[config.mk]
export PLATFORM = sky130hd
export DESIGN_NAME = sleep_standby_power_control
export DESIGN_NICKNAME = d
export VERILOG_FILES = /design/src/include/power_ctl_pkg.sv /design/src/rtl/settle_timer.sv /design/src/rtl/sleep_standby_power_control.sv
export SDC_FILE = /design/constraint.sdc
export NUM_CORES = 1
export LEC_CHECK = 0
export BUFFER_PORTS_ARGS = -buffer_cell sky130_fd_sc_hd__buf_2
export CORE_MARGIN = 10
export CORE_UTILIZATION = 50
export CTS_CLUSTER_DIAMETER = 150
export DETAILED_ROUTE_END_ITERATION = 16
export GPL_TIMING_DRIVEN = 0
export PLACE_DENSITY = 0.75
export SLEW_MARGIN = 10
export SYNTH_ARGS = -nofsm -noshare
export SYNTH_HDL_FRONTEND = slang
export SYNTH_SLANG_ARGS = --single-unit
[constraint.sdc]
create_clock -name MCLK_I -period 2.9 [get_ports MCLK_I]
set_input_delay 0 -clock MCLK_I [delete_from_list [all_inputs] [get_ports MCLK_I]]
set_output_delay 0 -clock MCLK_I [all_outputs]
set_load 0.1 [all_outputs]
[src/include/power_ctl_pkg.sv]
// Constants and types shared by the power-down mode controller.
package power_ctl_pkg;

	// Operating modes, one-hot
	typedef enum logic [5:0] {
		MODE_RUN = 6'h01,
		MODE_SLEEP = 6'h02,
		MODE_SW_STANDBY = 6'h04,
		MODE_SETTLE = 6'h08,
		MODE_RESET = 6'h10,
		MODE_HW_STANDBY = 6'h20
	} mode_t;

	// Standby-select bit value that picks software standby
	localparam logic DEEP_SLEEP_SELECT_STANDBY = 1'h1;
	localparam logic DEEP_SLEEP_SELECT_RESET = 1'h0;

	// Wake edge select: 0 falling, 1 rising
	localparam logic WAKE_EDGE_FALLING = 1'h0;
	localparam logic WAKE_EDGE_RISING = 1'h1;

	// Settle-wait codes
	localparam logic [2:0] SETTLE_CODE_8K = 3'h0;
	localparam logic [2:0] SETTLE_CODE_16K = 3'h1;
	localparam logic [2:0] SETTLE_CODE_32K = 3'h2;
	localparam logic [2:0] SETTLE_CODE_64K = 3'h3;
	localparam logic [2:0] SETTLE_CODE_128K = 3'h4;
	localparam logic [2:0] SETTLE_CODE_256K = 3'h5;
	localparam logic [2:0] SETTLE_CODE_1K = 3'h6;
	localparam logic [2:0] SETTLE_CODE_ILLEGAL = 3'h7;

	// Settle wait lengths in divided system-clock states
	localparam int unsigned SETTLE_STATES_8K = 8192;
	localparam int unsigned SETTLE_STATES_16K = 16384;
	localparam int unsigned SETTLE_STATES_32K = 32768;
	localparam int unsigned SETTLE_STATES_64K = 65536;
	localparam int unsigned SETTLE_STATES_128K = 131072;
	localparam int unsigned SETTLE_STATES_256K = 262144;
	localparam int unsigned SETTLE_STATES_1K = 1024;

	// Width of the state counter, holds 262144 - 1
	localparam int unsigned SETTLE_CNT_W = 19;
	// Width of the prescale counter, divide by up to 8
	localparam int unsigned PRESCALE_CNT_W = 3;

	// Number of peripheral clock enables
	localparam int unsigned PERIPH_N = 8;

endpackage

[src/rtl/settle_timer.sv]
// Oscillator settling timer counting divided system-clock states.
`timescale 1ns/1ps
`default_nettype none

module settle_timer #(
	parameter int unsigned STATES_8K = power_ctl_pkg::SETTLE_STATES_8K,
	parameter int unsigned STATES_16K = power_ctl_pkg::SETTLE_STATES_16K,
	parameter int unsigned STATES_32K = power_ctl_pkg::SETTLE_STATES_32K,
	parameter int unsigned STATES_64K = power_ctl_pkg::SETTLE_STATES_64K,
	parameter int unsigned STATES_128K = power_ctl_pkg::SETTLE_STATES_128K,
	parameter int unsigned STATES_256K = power_ctl_pkg::SETTLE_STATES_256K
) (
	input wire logic clk_i,
	input wire logic rst_n_i,
	input wire logic start_i,
	input wire logic abort_i,
	input wire logic [2:0] code_i,
	input wire logic [1:0] prescale_i,
	output logic done_o
);

	typedef struct packed {
		logic busy;
		logic [power_ctl_pkg::PRESCALE_CNT_W-1:0] pre;
		logic [power_ctl_pkg::SETTLE_CNT_W-1:0] states;
		logic done;
	} timer_t;

	timer_t cur;
	timer_t next_cur;

	// Wait length minus one; illegal code waits the STATES_256K length
	function automatic logic [power_ctl_pkg::SETTLE_CNT_W-1:0] wait_last(input logic [2:0] code);
		int unsigned n;
		unique case (code)
			power_ctl_pkg::SETTLE_CODE_8K: n = STATES_8K;
			power_ctl_pkg::SETTLE_CODE_16K: n = STATES_16K;
			power_ctl_pkg::SETTLE_CODE_32K: n = STATES_32K;
			power_ctl_pkg::SETTLE_CODE_64K: n = STATES_64K;
			power_ctl_pkg::SETTLE_CODE_128K: n = STATES_128K;
			power_ctl_pkg::SETTLE_CODE_256K: n = STATES_256K;
			power_ctl_pkg::SETTLE_CODE_1K: n = power_ctl_pkg::SETTLE_STATES_1K;
			power_ctl_pkg::SETTLE_CODE_ILLEGAL: n = STATES_256K;
		endcase
		return power_ctl_pkg::SETTLE_CNT_W'(n - 1);
	endfunction

	logic [power_ctl_pkg::PRESCALE_CNT_W-1:0] pre_last;
	logic tick;

	// Each prescale step doubles the state length
	assign pre_last = power_ctl_pkg::PRESCALE_CNT_W'((4'h1 << prescale_i) - 4'h1);
	assign tick = cur.busy && (cur.pre == pre_last);

	always_comb begin
		next_cur = cur;
		next_cur.done = 1'h0;
		if (abort_i) begin
			next_cur.busy = 1'h0;
		end else if (start_i) begin
			next_cur.busy = 1'h1;
			next_cur.pre = '0;
			next_cur.states = wait_last(code_i);
		end else if (cur.busy) begin
			next_cur.pre = tick ? '0 : cur.pre + 1'h1;
			if (tick) begin
				if (cur.states == '0) begin
					next_cur.busy = 1'h0;
					next_cur.done = 1'h1;
				end else begin
					next_cur.states = cur.states - 1'h1;
				end
			end
		end
	end

	always_ff @(posedge clk_i) begin
		if (!rst_n_i) begin
			cur <= '0;
		end else begin
			cur <= next_cur;
		end
	end

	assign done_o = cur.done;

endmodule // settle_timer

`default_nettype wire

[src/rtl/sleep_standby_power_control.sv]
// Sleep and software standby mode controller with wake, reset and standby pin handling.
//
// Summary of operation
// - Halt instruction with select 0 enters sleep
// - Sleep halts CPU; DMA, DRAM, peripherals run
// - Module-stopped peripherals stay stopped in sleep
// - Accepted interrupt ends sleep, starts exception
// - Peripheral-disabled interrupt source never wakes sleep
// - Priority or CPU-masked maskable interrupt never wakes
// - Reset pin low in sleep enters reset
// - Standby pin low in sleep enters hardware standby
// - Halt instruction with select 1 enters standby
// - Standby stops clocks; resets DMA and peripherals
// - Standby holds ports, DRAM; refresh state initialized
// - Wake restarts oscillator, settles, then exception
// - Settle code and prescale choose wait length
// - Disabled or CPU-masked external lines never wake
// - Reset pin starts clocks; release starts reset
// - Standby pin low in standby enters hardware standby
// - Ports keep driving their state in standby
// - Wake edge select picks falling or rising edge
// - Select bit stays set; only write, reset pin or RST_N_I reset clears
`timescale 1ns/1ps
`default_nettype none

module sleep_standby_power_control #(
	parameter int unsigned SETTLE_STATES_8K = power_ctl_pkg::SETTLE_STATES_8K,
	parameter int unsigned SETTLE_STATES_16K = power_ctl_pkg::SETTLE_STATES_16K,
	parameter int unsigned SETTLE_STATES_32K = power_ctl_pkg::SETTLE_STATES_32K,
	parameter int unsigned SETTLE_STATES_64K = power_ctl_pkg::SETTLE_STATES_64K,
	parameter int unsigned SETTLE_STATES_128K = power_ctl_pkg::SETTLE_STATES_128K,
	parameter int unsigned SETTLE_STATES_256K = power_ctl_pkg::SETTLE_STATES_256K
) (
	input wire logic MCLK_I,
	input wire logic RST_N_I,
	// CPU side
	input wire logic SLEEP_EXEC_I,
	input wire logic SELECT_WR_I,
	input wire logic SELECT_WDATA_I,
	input wire logic [2:0] SETTLE_WAIT_SELECT_I,
	input wire logic [1:0] CLOCK_PRESCALE_BITS_I,
	input wire logic WAKE_EDGE_SELECT_I,
	input wire logic [power_ctl_pkg::PERIPH_N-1:0] MODULE_STOP_I,
	// Interrupt controller side
	input wire logic IRQ_REQ_I,
	input wire logic IRQ_SRC_EN_I,
	input wire logic IRQ_PRIO_MASKED_I,
	input wire logic CPU_IRQ_MASKED_I,
	input wire logic [2:0] EXT_WAKE_EN_I,
	// Pins
	input wire logic NMI_LINE_I,
	input wire logic [2:0] EXT_WAKE_LINE_I,
	input wire logic HARD_INIT_PIN_N_I,
	input wire logic DEEP_POWERDOWN_PIN_N_I,
	// Control outputs
	output logic CPU_HALT_O,
	output logic CPU_CLK_EN_O,
	output logic DMA_CLK_EN_O,
	output logic DRAM_CLK_EN_O,
	output logic [power_ctl_pkg::PERIPH_N-1:0] PERIPH_CLK_EN_O,
	output logic DMA_RESET_O,
	output logic PERIPH_RESET_O,
	output logic OSC_EN_O,
	output logic PORT_HOLD_O,
	output logic REFRESH_INIT_O,
	output logic INT_EXCEPTION_O,
	output logic RESET_EXCEPTION_O,
	output logic RESET_STATE_O,
	output logic HW_STANDBY_O,
	output logic DEEP_SLEEP_SELECT_O,
	output logic [5:0] POWER_MODE_O
);

	typedef struct packed {
		power_ctl_pkg::mode_t mode;
		logic nmi_prev;
		logic deep_sleep_select;
		logic int_exc;
		logic rst_exc;
		logic refresh_init;
		logic settle_start;
	} ctl_t;

	ctl_t cur;
	ctl_t next_cur;

	logic settle_done;
	logic nmi_rise;
	logic nmi_fall;
	logic nmi_event;
	logic ext_wake;
	logic maskable_wake;
	logic sleep_wake;
	logic in_sw_standby;

	// Edge of the non-maskable line chosen by the edge select
	assign nmi_rise = NMI_LINE_I && !cur.nmi_prev;
	assign nmi_fall = !NMI_LINE_I && cur.nmi_prev;
	assign nmi_event = (WAKE_EDGE_SELECT_I == power_ctl_pkg::WAKE_EDGE_RISING)
		? nmi_rise : nmi_fall;

	// External lines count only when enabled and not masked by the CPU
	assign ext_wake = (|(EXT_WAKE_LINE_I & EXT_WAKE_EN_I)) && !CPU_IRQ_MASKED_I;

	// Maskable request gated by source enable, priority and CPU mask
	assign maskable_wake = IRQ_REQ_I && IRQ_SRC_EN_I
		&& !IRQ_PRIO_MASKED_I && !CPU_IRQ_MASKED_I;

	assign sleep_wake = nmi_event || maskable_wake || ext_wake;

	always_comb begin
		next_cur = cur;
		next_cur.nmi_prev = NMI_LINE_I;
		next_cur.int_exc = 1'h0;
		next_cur.rst_exc = 1'h0;
		next_cur.refresh_init = 1'h0;
		next_cur.settle_start = 1'h0;

		// Only a software write or the reset pin changes the select bit
		if (SELECT_WR_I) begin
			next_cur.deep_sleep_select = SELECT_WDATA_I;
		end

		if (!DEEP_POWERDOWN_PIN_N_I) begin
			// Hardware standby overrides every other mode
			next_cur.mode = power_ctl_pkg::MODE_HW_STANDBY;
		end else if (!HARD_INIT_PIN_N_I) begin
			// Reset pin low restarts the oscillator and clocks at once
			next_cur.mode = power_ctl_pkg::MODE_RESET;
			next_cur.deep_sleep_select = power_ctl_pkg::DEEP_SLEEP_SELECT_RESET;
		end else begin
			unique case (cur.mode)
				power_ctl_pkg::MODE_RUN: begin
					if (SLEEP_EXEC_I) begin
						if (cur.deep_sleep_select == power_ctl_pkg::DEEP_SLEEP_SELECT_STANDBY) begin
							next_cur.mode = power_ctl_pkg::MODE_SW_STANDBY;
							next_cur.refresh_init = 1'h1;
						end else begin
							next_cur.mode = power_ctl_pkg::MODE_SLEEP;
						end
					end
				end
				power_ctl_pkg::MODE_SLEEP: begin
					if (sleep_wake) begin
						next_cur.mode = power_ctl_pkg::MODE_RUN;
						next_cur.int_exc = 1'h1;
					end
				end
				power_ctl_pkg::MODE_SW_STANDBY: begin
					if (nmi_event || ext_wake) begin
						next_cur.mode = power_ctl_pkg::MODE_SETTLE;
						next_cur.settle_start = 1'h1;
					end
				end
				power_ctl_pkg::MODE_SETTLE: begin
					if (settle_done) begin
						// Select bit is left as it is
						next_cur.mode = power_ctl_pkg::MODE_RUN;
						next_cur.int_exc = 1'h1;
					end
				end
				power_ctl_pkg::MODE_RESET: begin
					// Pin released: reset exception handling
					next_cur.mode = power_ctl_pkg::MODE_RUN;
					next_cur.rst_exc = 1'h1;
				end
				power_ctl_pkg::MODE_HW_STANDBY: begin
					// Leaving hardware standby passes through reset
					next_cur.mode = power_ctl_pkg::MODE_RESET;
				end
			endcase
		end
	end

	always_ff @(posedge MCLK_I) begin
		if (!RST_N_I) begin
			cur.mode <= power_ctl_pkg::MODE_RUN;
			cur.nmi_prev <= 1'h0;
			cur.deep_sleep_select <= power_ctl_pkg::DEEP_SLEEP_SELECT_RESET;
			cur.int_exc <= 1'h0;
			cur.rst_exc <= 1'h0;
			cur.refresh_init <= 1'h0;
			cur.settle_start <= 1'h0;
		end else begin
			cur <= next_cur;
		end
	end

	settle_timer #(
		.STATES_8K(SETTLE_STATES_8K),
		.STATES_16K(SETTLE_STATES_16K),
		.STATES_32K(SETTLE_STATES_32K),
		.STATES_64K(SETTLE_STATES_64K),
		.STATES_128K(SETTLE_STATES_128K),
		.STATES_256K(SETTLE_STATES_256K)
	) u_settle_timer (
		.clk_i(MCLK_I),
		.rst_n_i(RST_N_I),
		.start_i(cur.settle_start),
		.abort_i(cur.mode != power_ctl_pkg::MODE_SETTLE),
		.code_i(SETTLE_WAIT_SELECT_I),
		.prescale_i(CLOCK_PRESCALE_BITS_I),
		.done_o(settle_done)
	);

	assign in_sw_standby = (cur.mode == power_ctl_pkg::MODE_SW_STANDBY)
		|| (cur.mode == power_ctl_pkg::MODE_SETTLE);

	// CPU stops in sleep and both standby modes; registers are untouched
	assign CPU_HALT_O = (cur.mode != power_ctl_pkg::MODE_RUN);
	assign CPU_CLK_EN_O = (cur.mode == power_ctl_pkg::MODE_RUN)
		|| (cur.mode == power_ctl_pkg::MODE_RESET);

	// DMA and DRAM keep clocks in sleep, lose them in standby
	assign DMA_CLK_EN_O = !in_sw_standby
		&& (cur.mode != power_ctl_pkg::MODE_HW_STANDBY);
	assign DRAM_CLK_EN_O = DMA_CLK_EN_O;

	// Module-stopped peripherals stay stopped in every mode
	assign PERIPH_CLK_EN_O = {power_ctl_pkg::PERIPH_N{DMA_CLK_EN_O}} & ~MODULE_STOP_I;

	// DMA and peripherals held in reset while in software standby
	assign DMA_RESET_O = in_sw_standby;
	assign PERIPH_RESET_O = in_sw_standby;

	// Oscillator off in software standby until a wake request and in hardware standby
	assign OSC_EN_O = (cur.mode != power_ctl_pkg::MODE_SW_STANDBY)
		&& (cur.mode != power_ctl_pkg::MODE_HW_STANDBY);

	// Ports keep their levels and drive through standby
	assign PORT_HOLD_O = in_sw_standby;
	assign REFRESH_INIT_O = cur.refresh_init;

	assign INT_EXCEPTION_O = cur.int_exc;
	assign RESET_EXCEPTION_O = cur.rst_exc;
	assign RESET_STATE_O = (cur.mode == power_ctl_pkg::MODE_RESET);
	assign HW_STANDBY_O = (cur.mode == power_ctl_pkg::MODE_HW_STANDBY);
	assign DEEP_SLEEP_SELECT_O = cur.deep_sleep_select;
	assign POWER_MODE_O = cur.mode;

endmodule // sleep_standby_power_control

`default_nettype wire

# Word level (Yosys, flattened, before mapping)
# Memory sizes are Yosys's and may differ from the RTL's.
# Index checks and enable logic that the tools add are counted.
# classes
n_addsub	4
n_eq_ne	24
shift	1
mux	32
n_bitwise	7
reduce_logical	34
# ops
cell	count
2-to-1 mux 19 bit	3
subtractor 19 x 1 -> 19 bit (second input constant)	2
2-to-1 mux 6 bit	6
case mux 6 bit (6 select lines)	1
2-to-1 mux 24 bit	1
2-to-1 mux 23 bit	1
2-to-1 mux 20 bit	1
AND reduction 4 bit	5
logical NOT 19 bit	1
2-to-1 mux 1 bit	14
!= test 4 bit (second input constant)	3
logical AND 1 bit	9
!= test 3 bit (second input constant)	3
bitwise AND 8 bit	1
!= test 2 bit (second input constant)	4
inverter 8 bit	1
== test 6 x 1 -> 1 bit (second input constant)	1
== test 6 x 2 -> 1 bit (second input constant)	1
== test 6 x 3 -> 1 bit (second input constant)	1
== test 6 x 4 -> 1 bit (second input constant)	1
== test 6 x 5 -> 1 bit (second input constant)	1
== test 6 bit (second input constant)	1
2-to-1 mux 3 bit	2
!= test 6 x 1 -> 1 bit (second input constant)	1
24 further kinds	37
# totals
regBits	36
mem_bits_ro	56
input_bits	32
output_inout_bits	28
word_cells	116
memories	1
# memory_table
name	depth	word_bits	rd	rd_clocked_by_memory_dff	write_ports	line	rtl
(no name shown)	8	7	1	0	0	settle_timer.sv:35	unique case (code)

# Depth between registers and ports, before layout
# depth
word_depth	9
mapped_depth	9
ltp_nobuf	8

# Hierarchy
# From an unflattened synthesis, not the netlist that was laid out.
# unflattened
cells_unflattened	301
area_unflattened_um2	2396.0
# by_module_without_submodules
module	instances	cells_each	area_per_inst_um2	seq_area_each_um2
settle_timer	1	206	1660.3	480.5
sleep_standby_power_control	1	95	735.7	240.2

# Worst setup path before layout
# Ideal clock, no wire load.
# synth_timing
kind	register to output
from	register cur (netlist bit POWER_MODE_O[5])
to	output port PERIPH_CLK_EN_O[0] in the netlist's numbering
arrival_ns	2.957
t_required_ns	2.900
slack_ns	-0.057
stages_incl_launch_ff	7
n_path_buf	0
path_cell_list	dfxtp_1 > nor4_1 > nand3b_1 > nand2_1 > inv_1 > nand2_1 > nor2_1
# synth_between
elab_chain_len	5
elab_cells_between_ends	7
classes_between	3 x eq/ne; 1 x bitwise; 3 x reduce/logical
# synth_rtl
element	line	rtl
start, declared	sleep_standby_power_control.sv:84	ctl_t cur;
start signal, assigned	sleep_standby_power_control.sv:185	cur <= next_cur;
== test 6 x 3 -> 1 bit / == test 6 x 4 -> 1 bit (equally long branches)	sleep_standby_power_control.sv:206, sleep_standby_power_control.sv:207	
logical OR 1 bit	sleep_standby_power_control.sv:207	|| (cur.mode == power_ctl_pkg::MODE_SETTLE);
logical NOT 1 bit	sleep_standby_power_control.sv:215	assign DMA_CLK_EN_O = !in_sw_standby
logical AND 1 bit (*)	sleep_standby_power_control.sv:216	&& (cur.mode != power_ctl_pkg::MODE_HW_STANDBY);
bitwise AND 8 bit (*)	sleep_standby_power_control.sv:220	assign PERIPH_CLK_EN_O = {power_ctl_pkg::PERIPH_N{DMA_CLK_EN_O}} & ~MODULE_STOP_I;
end, declared	sleep_standby_power_control.sv:60	output logic [power_ctl_pkg::PERIPH_N-1:0] PERIPH_CLK_EN_O,
# Every way passes the cells marked *; elsewhere a longest branch is shown, timed or not.

# Worst setup path in the final report
# layout_timing
from	register cur (netlist bit POWER_MODE_O[4])
to	register u_settle_timer.cur[17] in the netlist's numbering
# layout_between
elab_chain_len	3
# layout_rtl
element	line	rtl
!= test 6 x 4 -> 1 bit	sleep_standby_power_control.sv:200	.abort_i(cur.mode != power_ctl_pkg::MODE_SETTLE),
inverter 1 bit (no line)	--	
AND reduction 4 bit (no line)	--	
end signal, assigned	settle_timer.sv:81	cur <= next_cur;
end, declared	settle_timer.sv:29	timer_t cur;
# Every way passes these cells.
# A chain may end at the register's enable or synchronous reset.

==> results.toml <==
[critical_path]
max_stage_delay_ns = 0.73
crit_path_cell_trace = "nor4_1 -> and2_0 -> o21ai_2 -> nor3_1 -> a31oi_1 -> o21a_1"
path_buf_inv = 0
crit_family = "simple AND/OR/NAND/NOR gates"
path_class = "flip-flop to flip-flop"
cp_slowest_cell = "nor3_1"
crit_required_ns = 3.09
r2r_slack_ns = 0.30
r2r_end = "u_settle_timer.cur[17]"
cp_num_cells = 6
reg2reg_depth = 6
critPathArrivalTime_ns = 2.79
path_max_fanout = 6
critPathLaunchType = "flip-flop"
rr_startpoint = "POWER_MODE_O[4]"
endpoint_kind = "flip-flop"

[sta]
finalSetupTns_ns = 0
slew_violations = 0
fin_crit_sh_pct = 89.5
slew_headroom_pct = 39.4
skew_ns = 0.00617
setup_viol_count_final = 0
tightest_slew_ns = 0.900
fin_crit_ns = 2.60
rsz0062_at_grt = "false"
setup_ws_ns = 0.303
hold_violations = 0
max_freq_mhz = 385

[synth]
synth_area_per_cell_um2 = 7.74
synth_cell_types = 57
ys_warn_count = 0
synth_cells = 290
synth-seq-cells = 36
synthesis.area_um2 = 2240
synth_nets = 325
synth_edf_count = 0
postSynth.asyncResetShare_pct = 0
yosysSeqAreaShare_pct = 32.1
ys.flop_type = "dfxtp_1"

[clock_tree]
cts_setup_buffers = 0
postCtsResizedCells = 0
htree_levels = 2
clkLatencyLatePin_ns = 0.29
cts_buffers = 5
cts_root_buf = "clkbuf_8"
cts_buffer_depth = 2
clkSlewWorstSetupHoldPaths_ns = 0.08
hold_buffers = 7
clock_sinks = 36
cts_tree = "built"

[floorplan]
die_h_um = 87
die_w_um = 87
die-area_um2 = 7570
core_area_um2 = 4350
ios = 60
fp-row-count = 24
floorplan.initialDensity_pct = 51.6

[finish]
final_cell_mix = "buf_2, nand2_1, dfxtp_1, nor2_1, nor3_1"
drive_gt1_share_pct = 26.4
num-nets-final = 398
n_antenna_cell = 0
final_common_cell = "buf_2"
fillers = 404
areaGrowthSynthToFinish_pct = 23.3

[power_and_ir_drop]
power_density_nw_per_um2 = 405
seqPwrFrac_pct = 44.9
clkPwrFrac_pct = 33.6
irDropWorstVdd_uv = 281
leakage_nw = 1.27
switching_power_uw = 376
p_comb_share_pct = 21.4
total_power_mw = 1.12
internal_power_uw = 746
switching_share_pct = 33.5

[global_routing]
grt_pass1_vias = 2152
grt_max_degree = 12
antenna_found_initial = 0
groute.usage.overall_pct = 15.7
grt_pass1_wl_um = 9970
grt_overflow = 0

[routing]
firstDrtPassIters = 4
wl_per_cell_um = 14.8
wirelength_um = 6160
postRouteAntennaNets = 0
vias = 2340
drt_iter0_drc = 122
via_per_inst = 5.63
drc = 0

[place]
hpwl_um = 4610
place_ws_ns = 0.401
place.gp.congestion = 0.858
io_buffers = 59

[min_path]
holdPathStages = 4
hold_path.class = "input port to flip-flop"
min_from = "IRQ_PRIO_MASKED_I"
min_to = "INT_EXCEPTION_O"

[run]
max_cap_violations = 0

[outcome]
status = "complete, no violations"
==> cells by family after synthesis <==
family,share of synthesized area (%)
buffers and inverters,7.02
xor gates and xnor gates,0.390
muxes,0.892
AOI/OAI and AO/OA,22.6
adders and majority gates,1.67
and+or+nand+nor,35.3
DFF,32.1
==> per-stage QoR <==
stage          std cells  area, um^2  hold WS [ns]  util [%]
2_1_floorplan        290        2240        0.0716         -
5_1_grt              416        2770        0.0746      63.6
6_report             416        2770        0.0592      63.6
4_1_cts              416        2770        0.0520      63.6
3_5_place_dp         401        2610         0.214      59.8
3_3_place_gp         401        2610         0.217      59.8
==> how the worst max path moves through the flow <==
stage / endpoint / start / slack, ns
floorplan: PERIPH_CLK_EN_O[0] / POWER_MODE_O[5] / -0.06
global placement: u_settle_timer.cur[17] / POWER_MODE_O[4] / 0.33
detailed placement: u_settle_timer.cur[17] / POWER_MODE_O[4] / 0.40
CTS: u_settle_timer.cur[17] / POWER_MODE_O[4] / 0.39
global route: u_settle_timer.cur[18] / POWER_MODE_O[4] / 0.01
finish: u_settle_timer.cur[17] / POWER_MODE_O[4] / 0.30
==> final cells by class <==
| class | count | area [um^2] | area share (%) |
|---|---|---|---|
| multi-input combinational | 226 | 1370 | 49.4 |
| sequential | 36 | 721 | 26.0 |
| timing repair buffer | 66 | 365 | 13.2 |
| buffer | 18 | 120 | 4.34 |
| clock buffer | 6 | 82.6 | 2.98 |
| tap | 52 | 65.1 | 2.35 |
| inverter | 10 | 37.5 | 1.36 |
| clock inverter | 2 | 10.0 | 0.362 |
==> state kept, by name, summed over array words and instances (netlist names) <==
signal / flops
DEEP_SLEEP_SELECT_O: 1
INT_EXCEPTION_O: 1
POWER_MODE_O: 6
REFRESH_INIT_O: 1
RESET_EXCEPTION_O: 1
cur: 2
u_settle_timer.cur: 23
u_settle_timer.done_o: 1
==> power by group through the flow <==
stage                     registers [mW]  clock network, mW  logic [mW]
after floorplan                    0.520                  0       0.172
after global placement             0.515                  0       0.230
after detailed placement           0.515                  0       0.232
after CTS                          0.504              0.380       0.240
after global routing               0.505              0.397       0.253
final                              0.504              0.377       0.240
==> tightest hold or removal path, stage by stage <==
cell and delay [ns]:
buf_2 0.08, nor4bb_1 0.05, o21bai_1 0.11, a21oi_1 0.06
==> routing by layer <==
metal	global-route usage [%]	part of all wire, %	vias up
li1	-	-	1195
met1	18.9	43	1055
met2	25.6	47	75
met3	5.34	8.4	15
met4	5.15	2.1	0
met5	0	0	-
==> synth_stat cells (3+ instances only) <==
library cell | count | share of area (%)
o31ai_1 | 5 | 1.7
ha_1 | 3 | 1.7
o211a_1 | 4 | 1.8
inv_1 | 10 | 1.7
or4_1 | 3 | 1.0
nand2_1 | 40 | 6.7
o21a_1 | 5 | 1.7
or3_1 | 4 | 1.1
o21ai_0 | 13 | 2.9
a21oi_1 | 13 | 2.9
clkbuf_1 | 4 | 0.67
nand3b_1 | 5 | 1.7
nor2_1 | 35 | 5.9
nor2b_1 | 5 | 1.4
dfxtp_1 | 36 | 32
nor4bb_1 | 3 | 1.3
nor4_1 | 5 | 1.4
a21boi_0 | 4 | 1.3
buf_4 | 9 | 3.0
nor3_1 | 17 | 3.8
a21o_1 | 4 | 1.3
buf_2 | 3 | 0.67
a31oi_1 | 4 | 1.1
and3_1 | 4 | 1.1
nand3_1 | 8 | 1.8
Note: power is estimated with default switching activity, not from simulation.
